`config.mk`:
```
export PLATFORM = sky130hd
export DESIGN_NAME = asrp_readout_port
export DESIGN_NICKNAME = d
export VERILOG_FILES = /design/src/asrp_pkg.sv /design/src/asrp_readout_port.sv /design/src/asrp_pair_buffer.sv
export VERILOG_INCLUDE_DIRS = /design/src
export SDC_FILE = /design/constraint.sdc
export NUM_CORES = 1
export LEC_CHECK = 0
export BUFFER_PORTS_ARGS = -buffer_cell sky130_fd_sc_hd__buf_4
export CAP_MARGIN = 30
export CORE_ASPECT_RATIO = 1.75
export CORE_UTILIZATION = 55
export CTS_CLUSTER_DIAMETER = 100
export DETAILED_ROUTE_END_ITERATION = 8
export PLACE_DENSITY = 0.82
export SYNTH_ARGS = -nofsm -noshare
export SYNTH_HDL_FRONTEND = slang
export SYNTH_SLANG_ARGS = --single-unit
```
`constraint.sdc`:
```
create_clock -name pclk -period 7.6 [get_ports pclk]
set_input_delay 0 -clock pclk [delete_from_list [all_inputs] [get_ports pclk]]
set_output_delay 0 -clock pclk [all_outputs]
set_load 0.05 [all_outputs]
```
`src/asrp_consts.svh`:
```
// Constants for the serial readout port: register map, field layout, reset values, timing.
// Assumes it is included by bare name wherever a number is needed.
`ifndef ASRP_CONSTS_SVH
`define ASRP_CONSTS_SVH
`define ASRP_ADDR_W 8
`define ASRP_CTRL_OFS 8'h00
`define ASRP_STAT_OFS 8'h04
`define ASRP_RES_OFS 8'h08
`define ASRP_CTRL_W 6
`define ASRP_CTRL_RST 6'h04
`define ASRP_STAT_W 6
`define ASRP_WORD_BITS 16
`define ASRP_CNT_W 7
`define ASRP_PAR_LSB 6
`define ASRP_PIN_INV 0
`define ASRP_PIN_CHAIN 1
`define ASRP_PIN_OUT 2
`define ASRP_SYN_CLK 2
`define ASRP_OE_SERIAL 3'h4
`define ASRP_OE_PARALLEL 3'h7
`define ASRP_PCLK_NS 5
`define ASRP_MCLK_PHASE_NS 20
`define ASRP_MCLK_PHASE_CYC ((`ASRP_MCLK_PHASE_NS + `ASRP_PCLK_NS - 1) / `ASRP_PCLK_NS)
`define ASRP_PH_UPDATE 2'h0
`define ASRP_PH_RISE 2'h1
`define ASRP_PH_FALL 2'h3
`define ASRP_BUF_DEPTH 2
`endif

```
`src/asrp_pkg.sv`:
```
// Types shared by the serial readout port and its test bench.
// Assumes asrp_consts.svh is on the include path.
`default_nettype none
`include "asrp_consts.svh"
package asrp_pkg;
  typedef struct packed {
    logic psel;
    logic penable;
    logic pwrite;
    logic [`ASRP_ADDR_W-1:0] paddr;
    logic [31:0] pwdata;
  } asrp_apb_req_t;
  typedef struct packed {
    logic [1:0] chain_len;
    logic frame_sync_polarity;
    logic output_coding_select;
    logic clock_source_select;
    logic port_select;
  } asrp_ctrl_t;
  typedef enum logic {ASRP_IDLE, ASRP_SHIFT} asrp_state_t;
endpackage
`default_nettype wire

```
`src/asrp_readout_port.sv`:
```
// Serial readout port of a 16-bit converter: shares parallel pins 6 to 8 with the serial port,
// drives or follows the bit clock, and has its configuration in APB registers.
// Assumes the converter core is on pclk and hands results over with valid/ready.
`default_nettype none
`include "asrp_consts.svh"
// Operation
// - In parallel mode the three shared pins carry bits 6, 7 and 8 of the held result.
// - In serial mode the bit clock is inverted while the invert pin is high, as master and as slave.
// - In serial mode the shared pin is the chain input with an external clock, else the read-mode select.
// - With an external clock the chain input level reaches the serial output 16 bit clocks after the read starts.
// - Another converter's serial output may feed the chain input so several results share one line.
// - As master with read-mode high the previous result is shifted out while a conversion runs.
// - As master with read-mode low data is shifted out only once the conversion has finished.
// - The serial output changes only in step with the bit clock.
// - Each result is held in a register and shifted out most significant bit first.
// - The coding of the output word follows the output-coding select.
// - As master with PHASE_CYC above 1 the serial output is stable at both edges of the bit clock.
// - As slave without inversion the output changes on the rising edge and is sampled on the falling one.
// - As slave with inversion the output changes on the falling edge and is sampled on the rising one.
// - Port-select high gives serial mode on the shared pins and low gives parallel mode.
// - In serial mode, with the clock source low the port drives its own bit clock out, else the other party supplies it.
// - Coding select high gives straight binary, low inverts the top bit for twos complement.
module asrp_readout_port #(
  parameter int WORD_BITS = `ASRP_WORD_BITS,
  parameter int PHASE_CYC = `ASRP_MCLK_PHASE_CYC
) (
  // System
  input wire logic pclk,
  input wire logic presetn,
  input wire logic clk_en,
  // APB slave
  input wire asrp_pkg::asrp_apb_req_t apb_req,
  output logic [31:0] prdata,
  output logic pready,
  output logic pslverr,
  // Converter core
  input wire logic conv_busy,
  input wire logic result_valid,
  input wire logic [WORD_BITS-1:0] result_data,
  output logic result_ready,
  // Shared pins for parallel bits 6, 7 and 8
  input wire logic [2:0] pin_i,
  output logic [2:0] pin_o,
  output logic [2:0] pin_oe,
  // Bit clock pin and frame sync
  input wire logic bit_clk_i,
  output logic bit_clk_o,
  output logic bit_clk_oe,
  output logic frame_sync_o
);
  localparam int DW = (PHASE_CYC > 1) ? $clog2(PHASE_CYC) : 1;
  asrp_pkg::asrp_ctrl_t ctrl;
  asrp_pkg::asrp_state_t state;
  logic [2:0] sync1;
  logic [2:0] sync2;
  logic clk_prev;
  logic conv_prev;
  logic [WORD_BITS-1:0] held_word;
  logic fresh;
  logic [WORD_BITS-1:0] shreg;
  logic [`ASRP_CNT_W-1:0] cnt;
  logic [DW-1:0] div;
  logic [1:0] phase;
  logic mclk;
  logic buf_valid;
  logic [WORD_BITS-1:0] buf_data;
  logic serial, master, slave, inv, rd_or_chain, during;
  logic rise, fall, tick, upd, pop, start, done, conv_rise, shifting;
  logic [WORD_BITS-1:0] load_word;
  logic [`ASRP_CNT_W-1:0] total;
  logic apb_hit, apb_wr;

  function automatic logic [WORD_BITS-1:0] code(input logic [WORD_BITS-1:0] w, input logic binary);
    code = {w[WORD_BITS-1] ^ ~binary, w[WORD_BITS-2:0]};
  endfunction

  function automatic logic mapped(input logic [`ASRP_ADDR_W-1:0] a);
    mapped = (a == `ASRP_CTRL_OFS) || (a == `ASRP_STAT_OFS) || (a == `ASRP_RES_OFS);
  endfunction

  // Pins from the far side pass two flops; only the second one is read.
  for (genvar g = 0; g < 3; g++) begin : g_sync
    always_ff @(posedge pclk or negedge presetn) begin
      if (!presetn) begin
        sync1[g] <= 1'b0;
        sync2[g] <= 1'b0;
      end else if (clk_en) begin
        sync1[g] <= (g == `ASRP_SYN_CLK) ? bit_clk_i : pin_i[g];
        sync2[g] <= sync1[g];
      end
    end
  end

  assign serial = ctrl.port_select;
  assign master = serial & ~ctrl.clock_source_select;
  assign slave = serial & ctrl.clock_source_select;
  assign inv = sync2[`ASRP_PIN_INV];
  assign rd_or_chain = sync2[`ASRP_PIN_CHAIN];
  assign during = master & rd_or_chain;
  assign shifting = state == asrp_pkg::ASRP_SHIFT;
  assign rise = sync2[`ASRP_SYN_CLK] & ~clk_prev;
  assign fall = ~sync2[`ASRP_SYN_CLK] & clk_prev;
  assign tick = div == DW'(PHASE_CYC - 1);
  assign conv_rise = conv_busy & ~conv_prev;
  // As slave the update edge is the rising one unless inverted; as master it lies between edges.
  assign upd = shifting & (slave ? (inv ? fall : rise) : (tick & (phase == `ASRP_PH_UPDATE)));
  assign pop = buf_valid & ~shifting & ~(master & ~rd_or_chain & conv_busy);
  assign start = ~shifting & (during ? (conv_rise & fresh) : (serial & pop));
  assign load_word = during ? held_word : buf_data;
  assign total = slave ? `ASRP_CNT_W'(WORD_BITS * (ctrl.chain_len + 1)) : `ASRP_CNT_W'(WORD_BITS);
  assign done = slave ? (upd & (cnt == total - 1'b1)) : (tick & (phase == `ASRP_PH_FALL) & (cnt == total));

  asrp_pair_buffer #(
    .WIDTH(WORD_BITS),
    .DEPTH(`ASRP_BUF_DEPTH)
  ) u_buf (
    .clk(pclk),
    .rst_n(presetn),
    .en(clk_en),
    .in_valid(result_valid),
    .in_ready(result_ready),
    .in_data(result_data),
    .out_valid(buf_valid),
    .out_ready(pop),
    .out_data(buf_data)
  );

  always_ff @(posedge pclk or negedge presetn) begin
    if (!presetn) begin
      clk_prev <= 1'b0;
      conv_prev <= 1'b0;
    end else if (clk_en) begin
      clk_prev <= sync2[`ASRP_SYN_CLK];
      conv_prev <= conv_busy;
    end
  end

  // The held word is the latest result; fresh marks one not yet sent by a read during conversion, and a new result wins.
  always_ff @(posedge pclk or negedge presetn) begin
    if (!presetn) begin
      held_word <= '0;
      fresh <= 1'b0;
    end else if (clk_en) begin
      if (pop) begin
        held_word <= buf_data;
        fresh <= 1'b1;
      end else if (start) begin
        fresh <= 1'b0;
      end
    end
  end

  // Leaving serial mode ends a frame at once; the far side must not switch modes mid-read.
  always_ff @(posedge pclk or negedge presetn) begin
    if (!presetn) begin
      state <= asrp_pkg::ASRP_IDLE;
    end else if (clk_en) begin
      unique case (state)
        asrp_pkg::ASRP_IDLE: begin
          if (start) begin
            state <= asrp_pkg::ASRP_SHIFT;
          end
        end
        asrp_pkg::ASRP_SHIFT: begin
          if (done || !serial) begin
            state <= asrp_pkg::ASRP_IDLE;
          end
        end
      endcase
    end
  end

  // Chain bits enter at the bottom, so they appear one full word after the read begins.
  always_ff @(posedge pclk or negedge presetn) begin
    if (!presetn) begin
      shreg <= '0;
      cnt <= '0;
    end else if (clk_en) begin
      if (start) begin
        shreg <= code(load_word, ctrl.output_coding_select);
        cnt <= '0;
      end else if (upd) begin
        shreg <= {shreg[WORD_BITS-2:0], slave & rd_or_chain};
        cnt <= cnt + 1'b1;
      end
    end
  end

  always_ff @(posedge pclk or negedge presetn) begin
    if (!presetn) begin
      div <= '0;
      phase <= '0;
      mclk <= 1'b0;
    end else if (clk_en) begin
      if (!shifting || !master) begin
        div <= '0;
        phase <= '0;
        mclk <= 1'b0;
      end else begin
        div <= tick ? '0 : DW'(div + 1'b1);
        if (tick) begin
          phase <= phase + 1'b1;
          if (phase == `ASRP_PH_RISE) begin
            mclk <= 1'b1;
          end else if (phase == `ASRP_PH_FALL) begin
            mclk <= 1'b0;
          end
        end
      end
    end
  end

  always_ff @(posedge pclk or negedge presetn) begin
    if (!presetn) begin
      pin_o <= '0;
      pin_oe <= '0;
      bit_clk_o <= 1'b0;
      bit_clk_oe <= 1'b0;
      frame_sync_o <= 1'b0;
    end else if (clk_en) begin
      if (serial) begin
        pin_oe <= `ASRP_OE_SERIAL;
        pin_o[1:0] <= '0;
        if (upd) begin
          pin_o[`ASRP_PIN_OUT] <= shreg[WORD_BITS-1];
        end
      end else begin
        pin_oe <= `ASRP_OE_PARALLEL;
        pin_o <= held_word[`ASRP_PAR_LSB +: 3];
      end
      bit_clk_o <= mclk ^ inv;
      bit_clk_oe <= master;
      frame_sync_o <= (master & shifting & (cnt != '0)) ^ ctrl.frame_sync_polarity;
    end
  end

  // One wait state: pready rises in the second access cycle and the transfer ends there.
  assign apb_hit = apb_req.psel & apb_req.penable & ~pready;
  assign apb_wr = apb_req.psel & apb_req.penable & pready & apb_req.pwrite;

  always_ff @(posedge pclk or negedge presetn) begin
    if (!presetn) begin
      pready <= 1'b0;
      pslverr <= 1'b0;
      prdata <= '0;
    end else if (clk_en) begin
      pready <= apb_hit;
      pslverr <= apb_hit & ~mapped(apb_req.paddr);
      prdata <= '0;
      if (apb_hit && !apb_req.pwrite) begin
        unique case (apb_req.paddr)
          `ASRP_CTRL_OFS: prdata <= 32'(ctrl);
          `ASRP_STAT_OFS: prdata <= 32'({conv_busy, rd_or_chain, inv, fresh, buf_valid, shifting});
          `ASRP_RES_OFS: prdata <= 32'(held_word);
          default: prdata <= '0;
        endcase
      end
    end
  end

  always_ff @(posedge pclk or negedge presetn) begin
    if (!presetn) begin
      ctrl <= `ASRP_CTRL_RST;
    end else if (clk_en && apb_wr && apb_req.paddr == `ASRP_CTRL_OFS) begin
      ctrl <= asrp_pkg::asrp_ctrl_t'(apb_req.pwdata[`ASRP_CTRL_W-1:0]);
    end
  end

  // The edge that releases reset still runs the reset branch, so the parallel-pin and clock-drive checks start one edge later.
  property p_par_pins;
    @(posedge pclk) disable iff (!presetn)
    (clk_en && $past(presetn) && !serial) |=>
      (pin_oe == `ASRP_OE_PARALLEL) && (pin_o == $past(held_word[`ASRP_PAR_LSB +: 3]));
  endproperty
  a_par_pins: assert property (p_par_pins) else $error("parallel pins do not show the held bits");

  property p_clk_inv;
    @(posedge pclk) disable iff (!presetn)
    (clk_en && master) |=> bit_clk_o == ($past(mclk) ^ $past(inv));
  endproperty
  a_clk_inv: assert property (p_clk_inv) else $error("bit clock does not follow the invert pin");

  property p_chain_in;
    @(posedge pclk) disable iff (!presetn)
    (clk_en && slave && upd && !start) |=> shreg[0] == $past(rd_or_chain);
  endproperty
  a_chain_in: assert property (p_chain_in) else $error("chain input not shifted in");

  property p_during;
    @(posedge pclk) disable iff (!presetn)
    (clk_en && during && !shifting && conv_rise && fresh) |=> shifting ##1 (!clk_en || shifting);
  endproperty
  a_during: assert property (p_during) else $error("read during conversion did not start");

  property p_after;
    @(posedge pclk) disable iff (!presetn)
    (clk_en && master && !rd_or_chain && conv_busy && !shifting) |=> !shifting;
  endproperty
  a_after: assert property (p_after) else $error("shift started before conversion ended");

  property p_msb_first;
    @(posedge pclk) disable iff (!presetn)
    (clk_en && serial && upd) |=> pin_o[`ASRP_PIN_OUT] == $past(shreg[WORD_BITS-1]);
  endproperty
  a_msb_first: assert property (p_msb_first) else $error("serial output is not the top bit");

  property p_coding;
    @(posedge pclk) disable iff (!presetn)
    (clk_en && start) |=> shreg[WORD_BITS-1] == ($past(load_word[WORD_BITS-1]) ^ !$past(ctrl.output_coding_select));
  endproperty
  a_coding: assert property (p_coding) else $error("top bit coding wrong");

  property p_master_stable;
    @(posedge pclk) disable iff (!presetn)
    (clk_en && master && !upd) |=> $stable(pin_o[`ASRP_PIN_OUT]);
  endproperty
  a_master_stable: assert property (p_master_stable) else $error("output moved away from update slot");

  property p_slave_rise;
    @(posedge pclk) disable iff (!presetn)
    (clk_en && slave && !inv && fall) |=> $stable(pin_o[`ASRP_PIN_OUT]);
  endproperty
  a_slave_rise: assert property (p_slave_rise) else $error("output moved on sampling edge");

  property p_slave_fall;
    @(posedge pclk) disable iff (!presetn)
    (clk_en && slave && inv && rise) |=> $stable(pin_o[`ASRP_PIN_OUT]);
  endproperty
  a_slave_fall: assert property (p_slave_fall) else $error("output moved on inverted sampling edge");

  property p_clk_drive;
    @(posedge pclk) disable iff (!presetn)
    (clk_en && $past(presetn)) |=> (bit_clk_oe == $past(master)) && (pin_oe != '0);
  endproperty
  a_clk_drive: assert property (p_clk_drive) else $error("bit clock drive wrong");
endmodule
`default_nettype wire

```
`src/asrp_pair_buffer.sv`:
```
// Small valid/ready buffer that holds conversion results until the serial port takes them.
// Assumes one clock, an active-low asynchronous reset and a clock enable that freezes it.
`default_nettype none
`include "asrp_consts.svh"
module asrp_pair_buffer #(
  parameter int WIDTH = `ASRP_WORD_BITS,
  parameter int DEPTH = `ASRP_BUF_DEPTH
) (
  // System
  input wire logic clk,
  input wire logic rst_n,
  input wire logic en,
  // Fill side
  input wire logic in_valid,
  output logic in_ready,
  input wire logic [WIDTH-1:0] in_data,
  // Drain side
  output logic out_valid,
  input wire logic out_ready,
  output logic [WIDTH-1:0] out_data
);
  localparam int PW = (DEPTH > 1) ? $clog2(DEPTH) : 1;
  logic [WIDTH-1:0] mem [DEPTH];
  logic [PW-1:0] wr_ptr;
  logic [PW-1:0] rd_ptr;
  logic [PW:0] count;
  logic push;
  logic pull;
  logic [PW:0] next_count;

  function automatic logic [PW-1:0] bump(input logic [PW-1:0] p);
    bump = (p == PW'(DEPTH - 1)) ? '0 : PW'(p + 1'b1);
  endfunction

  assign push = en & in_valid & in_ready;
  assign pull = en & out_valid & out_ready;
  assign out_data = mem[rd_ptr];
  assign next_count = (count + (PW + 1)'(push)) - (PW + 1)'(pull);

  always_ff @(posedge clk) begin
    if (push) begin
      mem[wr_ptr] <= in_data;
    end
  end

  // Full and empty are flops so that ready leaves the block without a gate in its path.
  always_ff @(posedge clk or negedge rst_n) begin
    if (!rst_n) begin
      wr_ptr <= '0;
      rd_ptr <= '0;
      count <= '0;
      in_ready <= 1'b1;
      out_valid <= 1'b0;
    end else if (en) begin
      if (push) begin
        wr_ptr <= bump(wr_ptr);
      end
      if (pull) begin
        rd_ptr <= bump(rd_ptr);
      end
      count <= next_count;
      in_ready <= next_count != (PW + 1)'(DEPTH);
      out_valid <= next_count != '0;
    end
  end
endmodule
`default_nettype wire

```
==> results.json, run 1 <==
{
  "maxSlewViolCount": 0,
  "hold_path_class": "primary input to register",
  "cts_tree": "built",
  "outcome": "complete, no violations",
  "synth_top_family_by_area": "compound AO/OA/AOI/OAI gates",
  "hold_depth": 4,
  "finalHoldViolCount": 0,
  "max-slew-margin-rel_pct": 36.40,
  "netlist_instances": 490,
  "grt-ovfl-total": 0,
  "design_area_um2": 7209,
  "synth.avg_cell_area_um2": 11.73,
  "finalSetupTns_ns": 0,
  "areaGrowthSynthToFinish_pct": 25.45,
  "synth_xor_xnor_area_share_pct": 1.829,
  "crit_fanout": 18,
  "wl_met3_um": 596,
  "drt-initial-drc-count": 305,
  "tightestPinTransition_ns": 0.9489,
  "max_cap_violations": 0,
  "skew_ns": 0.007251,
  "arrival_ns": 3.23,
  "firstDrtPassIters": 5,
  "critPathBufInv": 0,
  "crit_type": "register to register",
  "fin_nets": 668,
  "synth.mux.area_fraction_pct": 10.23,
  "setup_viol": 0,
  "hold_ws_ns": 0.04562,
  "placementRows": 49,
  "core-area_um2": 10240,
  "synth-simple-area-share_pct": 10.43,
  "layout_commonest_cell": "dfrtp_1",
  "yosys_warnings": 0,
  "fmaxAchievable_mhz": 339.1,
  "clk_latency_ns": 0.41,
  "drt-wirelength-per-cell_um": 17.26,
  "finalCritPeriodShare_pct": 38.80,
  "die_h_um": 137.2,
  "htreeDepth": 4,
  "grt_first_pass_wirelength_um": 20900,
  "cts_resized": 0,
  "finalCriticalPeriod_ns": 2.949,
  "drc": 0,
  "clockBufferDepth": 2,
  "synthFlopType": "dfrtp_1",
  "grt_max_degree": 71,
  "cp.depth": 5,
  "mostFrequentLayoutCells": "dfrtp_1 (90), buf_4 (72), nand2_1 (34)",
  "root_buffer": "clkbuf_16",
  "leakage_uw": 0.003293,
  "drive_gt1_share_pct": 24.05,
  "place_congestion": 0.8101,
  "synth_compound_area_share_pct": 13.02,
  "yosysTopAreaCell": "dfrtp_1",
  "wl_met1_um": 4676,
  "crit_path_cell_trace": "nand3b_1 > nor2_1 > o31ai_2 > and2_1 > mux2_2",
  "ys_seq_area_share_pct": 56.83,
  "ant_nets": 0,
  "final_util_pct": 70.41,
  "hpwl_um": 8372,
  "power_density_nw_per_um2": 278.8,
  "cts.clk_slew.worst_paths_ns": 0.05,
  "ios": 112,
  "vias": 4214,
  "yosysTopAreaCellShare_pct": 39.19,
  "wirelength_um": 12600,
  "topRoutingLayerUsed": "met4",
  "rsz0062_at_grt": "no",
  "dpl_cell_area_um2": 6305,
  "insertedDiodeCount": 0,
  "max-vdd-ir-drop_uv": 229.3,
  "cpLargestDelayFamily": "simple AND/OR/NAND/NOR gates",
  "synthTopCellsByArea": "dfrtp_1 (39%), edfxtp_1 (17%), mux2_2 (5.9%), mux2i_1 (4.4%), a21oi_1 (2.9%)",
  "initial_core_util_pct": 56.13,
  "cpMaxStageDelayCell": "and2_1",
  "n_fill_cell": 705,
  "synthAdderAreaFrac_pct": 2.177,
  "crit_path_start_kind": "register",
  "via_per_inst": 5.773,
  "cp-end-kind": "register",
  "dieArea_um2": 10880,
  "cts_sinks": 124,
  "grt_pass1_vias": 4346,
  "numPortBuffers": 68,
  "route.met2.wl_um": 6759,
  "r2r_cells": 5,
  "synth_area_um2": 5747,
  "cp.required_ns": 7.88,
  "ys_async_sr_fraction_pct": 74.19,
  "synth_seq_cells": 124,
  "ys_types": 54,
  "postCtsSetupBuffers": 0,
  "gr-usage-all-layers_pct": 25.88,
  "fp.dieW_um": 79.27,
  "antenna_found_initial": 0,
  "cpPeakStageDelay_ns": 0.67,
  "synth_edf_count": 32,
  "numCtsBuffers": 17,
  "r2r_slack_ns": 4.65
}
==> tightest hold or removal path: stages <==
cell,delay [ns]
buf_4,0.15
nor2_1,0.06
a21oi_1,0.12
o2bb2ai_1,0.07
==> sequential cells by signal, indices dropped and copies added (netlist names), 2 cells and up <==
register     cells
ctrl             5
cnt              7
held_word       16
pin_o            3
u_buf.mem       32
div              2
sync1            3
pin_oe           2
shreg           16
phase            2
prdata          16
u_buf.count      2
==> power breakdown <==
| part | internal, µW | switching, µW |
|---|---|---|
| Clock | 507 | 269 |
| Combinational | 144 | 212 |
| Sequential | 781 | 97.7 |
==> timing repair <==
item	in CTS	in global routing
setup endpoints to repair	0	0
hold buffers	33	0
hold endpoints to repair	120	0
==> cell type report <==
cell class	count	area [µm²]	area share [%]
flip-flops and latches	124	3266	45.30
inverters	17	63.81	0.8851
repair buffers	107	909.6	12.62
multi-input cells	323	2237	31.03
well taps	127	158.9	2.204
clock inverters	7	88.84	1.232
clock buffers	25	485.5	6.734
==> stage by stage <==
stage,total power [µW],setup WS (ns),std cells
finish,2010,4.651,730
global route,2100,4.460,730
CTS,2012,4.708,730
detailed placement,1219,4.729,665
global placement,1199,4.820,663
floorplan,1109,4.999,505
==> metal layers <==
metal | vias up | track usage [%]
met3 | 41 | 5.762
met5 | - | 0
met2 | 176 | 45.50
met4 | 0 | 15.76
met1 | 2066 | 27.96
li1 | 1931 | -
==> path summary, 6_finish.rpt <==
path	start	end
max	ctrl[1]$_DFFE_PN0P_	shreg[10]$_DFFE_PN0P_
min	apb_req[34]	prdata[3]$_DFFE_PN0P_
max reg2reg	ctrl[1]$_DFFE_PN0P_	shreg[10]$_DFFE_PN0P_
min reg2reg	pin_oe[2]$_DFFE_PN0P_	pin_oe[2]$_DFFE_PN0P_
max in group asynchronous	presetn	held_word[11]$_DFFE_PN0P_
min in group asynchronous	presetn	sync1[0]$_DFFE_PN0P_
==> synthesized netlist by cell type (4+ instances only) <==
cell type	n
a21oi_1	33
and3_1	4
nand3_1	4
nand4_1	4
buf_2	4
o2bb2ai_1	6
xnor2_1	7
xor2_1	5
a31oi_1	4
nand2_1	34
or3_1	4
nor2_1	33
and2_1	6
nand3b_1	4
buf_4	19
inv_1	17
edfxtp_1	32
o21ai_0	28
a2bb2oi_1	14
dfrtp_1	90
ha_1	10
a22o_1	13
mux2i_1	25
clkbuf_1	15
mux2_2	30
==> cells by family (layout without fill, tap and decap cells) <==
group                    count (synthesis)  in the layout
multiplexers                            55             55
adder cells (fa/ha/maj)                 10             10
flip-flops                             124            124
buffers and inverters                   58            156
XOR/XNOR                                12             12
AND/OR/NAND/NOR                        117            117
AO/OA/AOI/OAI                          113            113
other                                    1             16
(Power assumes the default switching activity.)
==> inputs of run 2 (changes only) <==
==> constraint.sdc (replaced) <==
create_clock -name pclk -period 2.84 [get_ports pclk]
set_input_delay 0 -clock pclk [delete_from_list [all_inputs] [get_ports pclk]]
set_output_delay 0 -clock pclk [all_outputs]
set_load 0.05 [all_outputs]
==> run 2 against run 1 <==
Net effect:
- register-to-register slack lost 4.3 ns
- setup slack lost 4.3 ns
- flip-flop and latch count is the same
- die area is the same
- core utilization grew 0.71 points
- clock power grew to 3.0 times the previous value
- final cell count grew 0.68%
- wire length grew 4.8%
- critical path type unchanged
- highest routed layer unchanged
==> results.json, run 2 (synthesized netlist as in run 1, its figures left out) <==
{
  "postCtsSetupBuffers": 0,
  "place_congestion": 0.8378,
  "hold_ws_ns": 0.02695,
  "finalCriticalPeriod_ns": 2.452,
  "crit_path_start_kind": "register",
  "rsz0062_at_grt": "no",
  "numCtsBuffers": 17,
  "cpMaxStageDelayCell": "and2_1",
  "ant_nets": 0,
  "clockBufferDepth": 2,
  "hold_path_class": "primary input to register",
  "numPortBuffers": 68,
  "vias": 4251,
  "setup_viol": 0,
  "htreeDepth": 4,
  "seqPwrFrac_pct": 40.5,
  "initial_core_util_pct": 56.13,
  "grt_max_degree": 48,
  "cts_tree": "built",
  "areaGrowthSynthToFinish_pct": 26.71,
  "drt-initial-drc-count": 252,
  "max-slew-margin-rel_pct": 43.48,
  "placementRows": 49,
  "leakage_uw": 0.003331,
  "crit_type": "register to register",
  "ios": 112,
  "design_area_um2": 7282,
  "grt-ovfl-total": 0,
  "cpPeakStageDelay_ns": 0.73,
  "fp.dieW_um": 79.27,
  "gr-usage-all-layers_pct": 26.80,
  "finalHoldViolCount": 0,
  "tightestPinTransition_ns": 0.8432,
  "grt_pass1_vias": 4327,
  "max-vdd-ir-drop_uv": 618.9,
  "max_cap_violations": 0,
  "clk_latency_ns": 0.42,
  "drive_gt1_share_pct": 25.49,
  "insertedDiodeCount": 0,
  "finalSetupTns_ns": 0,
  "crit_fanout": 18,
  "antenna_found_initial": 0,
  "fmaxAchievable_mhz": 407.9,
  "power_density_nw_per_um2": 782.5,
  "via_per_inst": 5.784,
  "crit_path_cell_trace": "nor3b_1 > o311ai_2 > o31ai_2 > and2_1 > mux2_2",
  "skew_ns": 0.01130,
  "clock_power_share_pct": 41.2,
  "top_register": "u_buf.mem",
  "cts_sinks": 124,
  "root_buffer": "clkbuf_16",
  "drc": 0,
  "mostFrequentLayoutCells": "dfrtp_1 (90), buf_4 (82), nand2_1 (34)",
  "p_comb_share_pct": 18.3,
  "final_util_pct": 71.12,
  "wirelength_um": 13210,
  "maxSlewViolCount": 0,
  "arrival_ns": 2.75,
  "p_sw_share_pct": 29.03,
  "dpl_cell_area_um2": 6336,
  "outcome": "complete, no violations",
  "cp.required_ns": 3.14,
  "hpwl_um": 8630,
  "critPathBufInv": 0,
  "cpLargestDelayFamily": "simple AND/OR/NAND/NOR gates",
  "drt-wirelength-per-cell_um": 17.97,
  "fin_nets": 673,
  "cp-end-kind": "register",
  "die_h_um": 137.2,
  "core-area_um2": 10240,
  "internal_power_uw": 4044,
  "layout_commonest_cell": "dfrtp_1",
  "dieArea_um2": 10880,
  "firstDrtPassIters": 5,
  "power_switching_uw": 1654,
  "largest_register_ffs": 32,
  "grt_first_pass_wirelength_um": 21260,
  "finalCritPeriodShare_pct": 86.33,
  "cts.clk_slew.worst_paths_ns": 0.06
}
[run 2: worst min-delay path: stages]
cell,delay (ns)
buf_4,0.16
nor2_1,0.06
a21oi_1,0.12
o2bb2ai_1,0.06
[run 2: routing by layer]
layer | GRT usage [%] | up-vias | share of wire (%)
li1 | - | 1937 | -
met1 | 28.16 | 2101 | 37
met2 | 47.17 | 177 | 54
met3 | 7.417 | 36 | 4.3
met4 | 15.76 | 0 | 4.3
met5 | 0 | - | 0
[run 2: final cells by class]
cell class	count	area, µm²
fill	691	2957
timing repair buffer	112	915.9
clock inverter	15	220.2
multi-input combinational	323	2232
sequential	124	3266
clock buffer	17	425.4
tap	127	158.9
inverter	17	63.81
[run 2: per-stage QoR]
step / setup WS, ns / total power, µW / std cells
5_1_grt: 0.2760 / 5925 / 735
3_5_place_dp: 0.4703 / 3304 / 673
3_3_place_gp: 0.5306 / 3242 / 673
6_report: 0.3883 / 5698 / 735
4_1_cts: 0.4017 / 5704 / 735
2_1_floorplan: 0.2391 / 2969 / 505
[run 2: repair_timing]
| item | 4_1_cts | 5_1_grt |
|---|---|---|
| setup endpoints to repair | 0 | 0 |
| resized for setup | 0 | 0 |
| endpoints found under the hold margin | 86 | 0 |
| hold buffers | 30 | 0 |
[run 2: power groups by stage]
| stage | Combinational, µW | Sequential, µW | Clock, µW |
|---|---|---|---|
| final | 1040 | 2300 | 2350 |
| after global routing | 1140 | 2320 | 2460 |
| after CTS | 1040 | 2300 | 2370 |
| after detailed placement | 983 | 2320 | 0 |
| after global placement | 936 | 2310 | 0 |
| after floorplan | 636 | 2330 | 0 |
[run 2: path summary, 6_finish.rpt]
check	cells after the start	start	slack, ns	to
worst max-delay path	5	inv$_DFFE_PN0P_	0.39	shreg[4]$_DFFE_PN0P_
worst min-delay path	4	apb_req[34]	0.03	prdata[3]$_DFFE_PN0P_
worst max register to register	5	inv$_DFFE_PN0P_	0.39	shreg[4]$_DFFE_PN0P_
worst min register to register	1	pin_oe[2]$_DFFE_PN0P_	0.47	pin_oe[2]$_DFFE_PN0P_
max in group asynchronous	3	presetn	1.94	ctrl[2]$_DFFE_PN1P_
min in group asynchronous	2	presetn	0.11	pin_o[1]$_DFFE_PN0P_
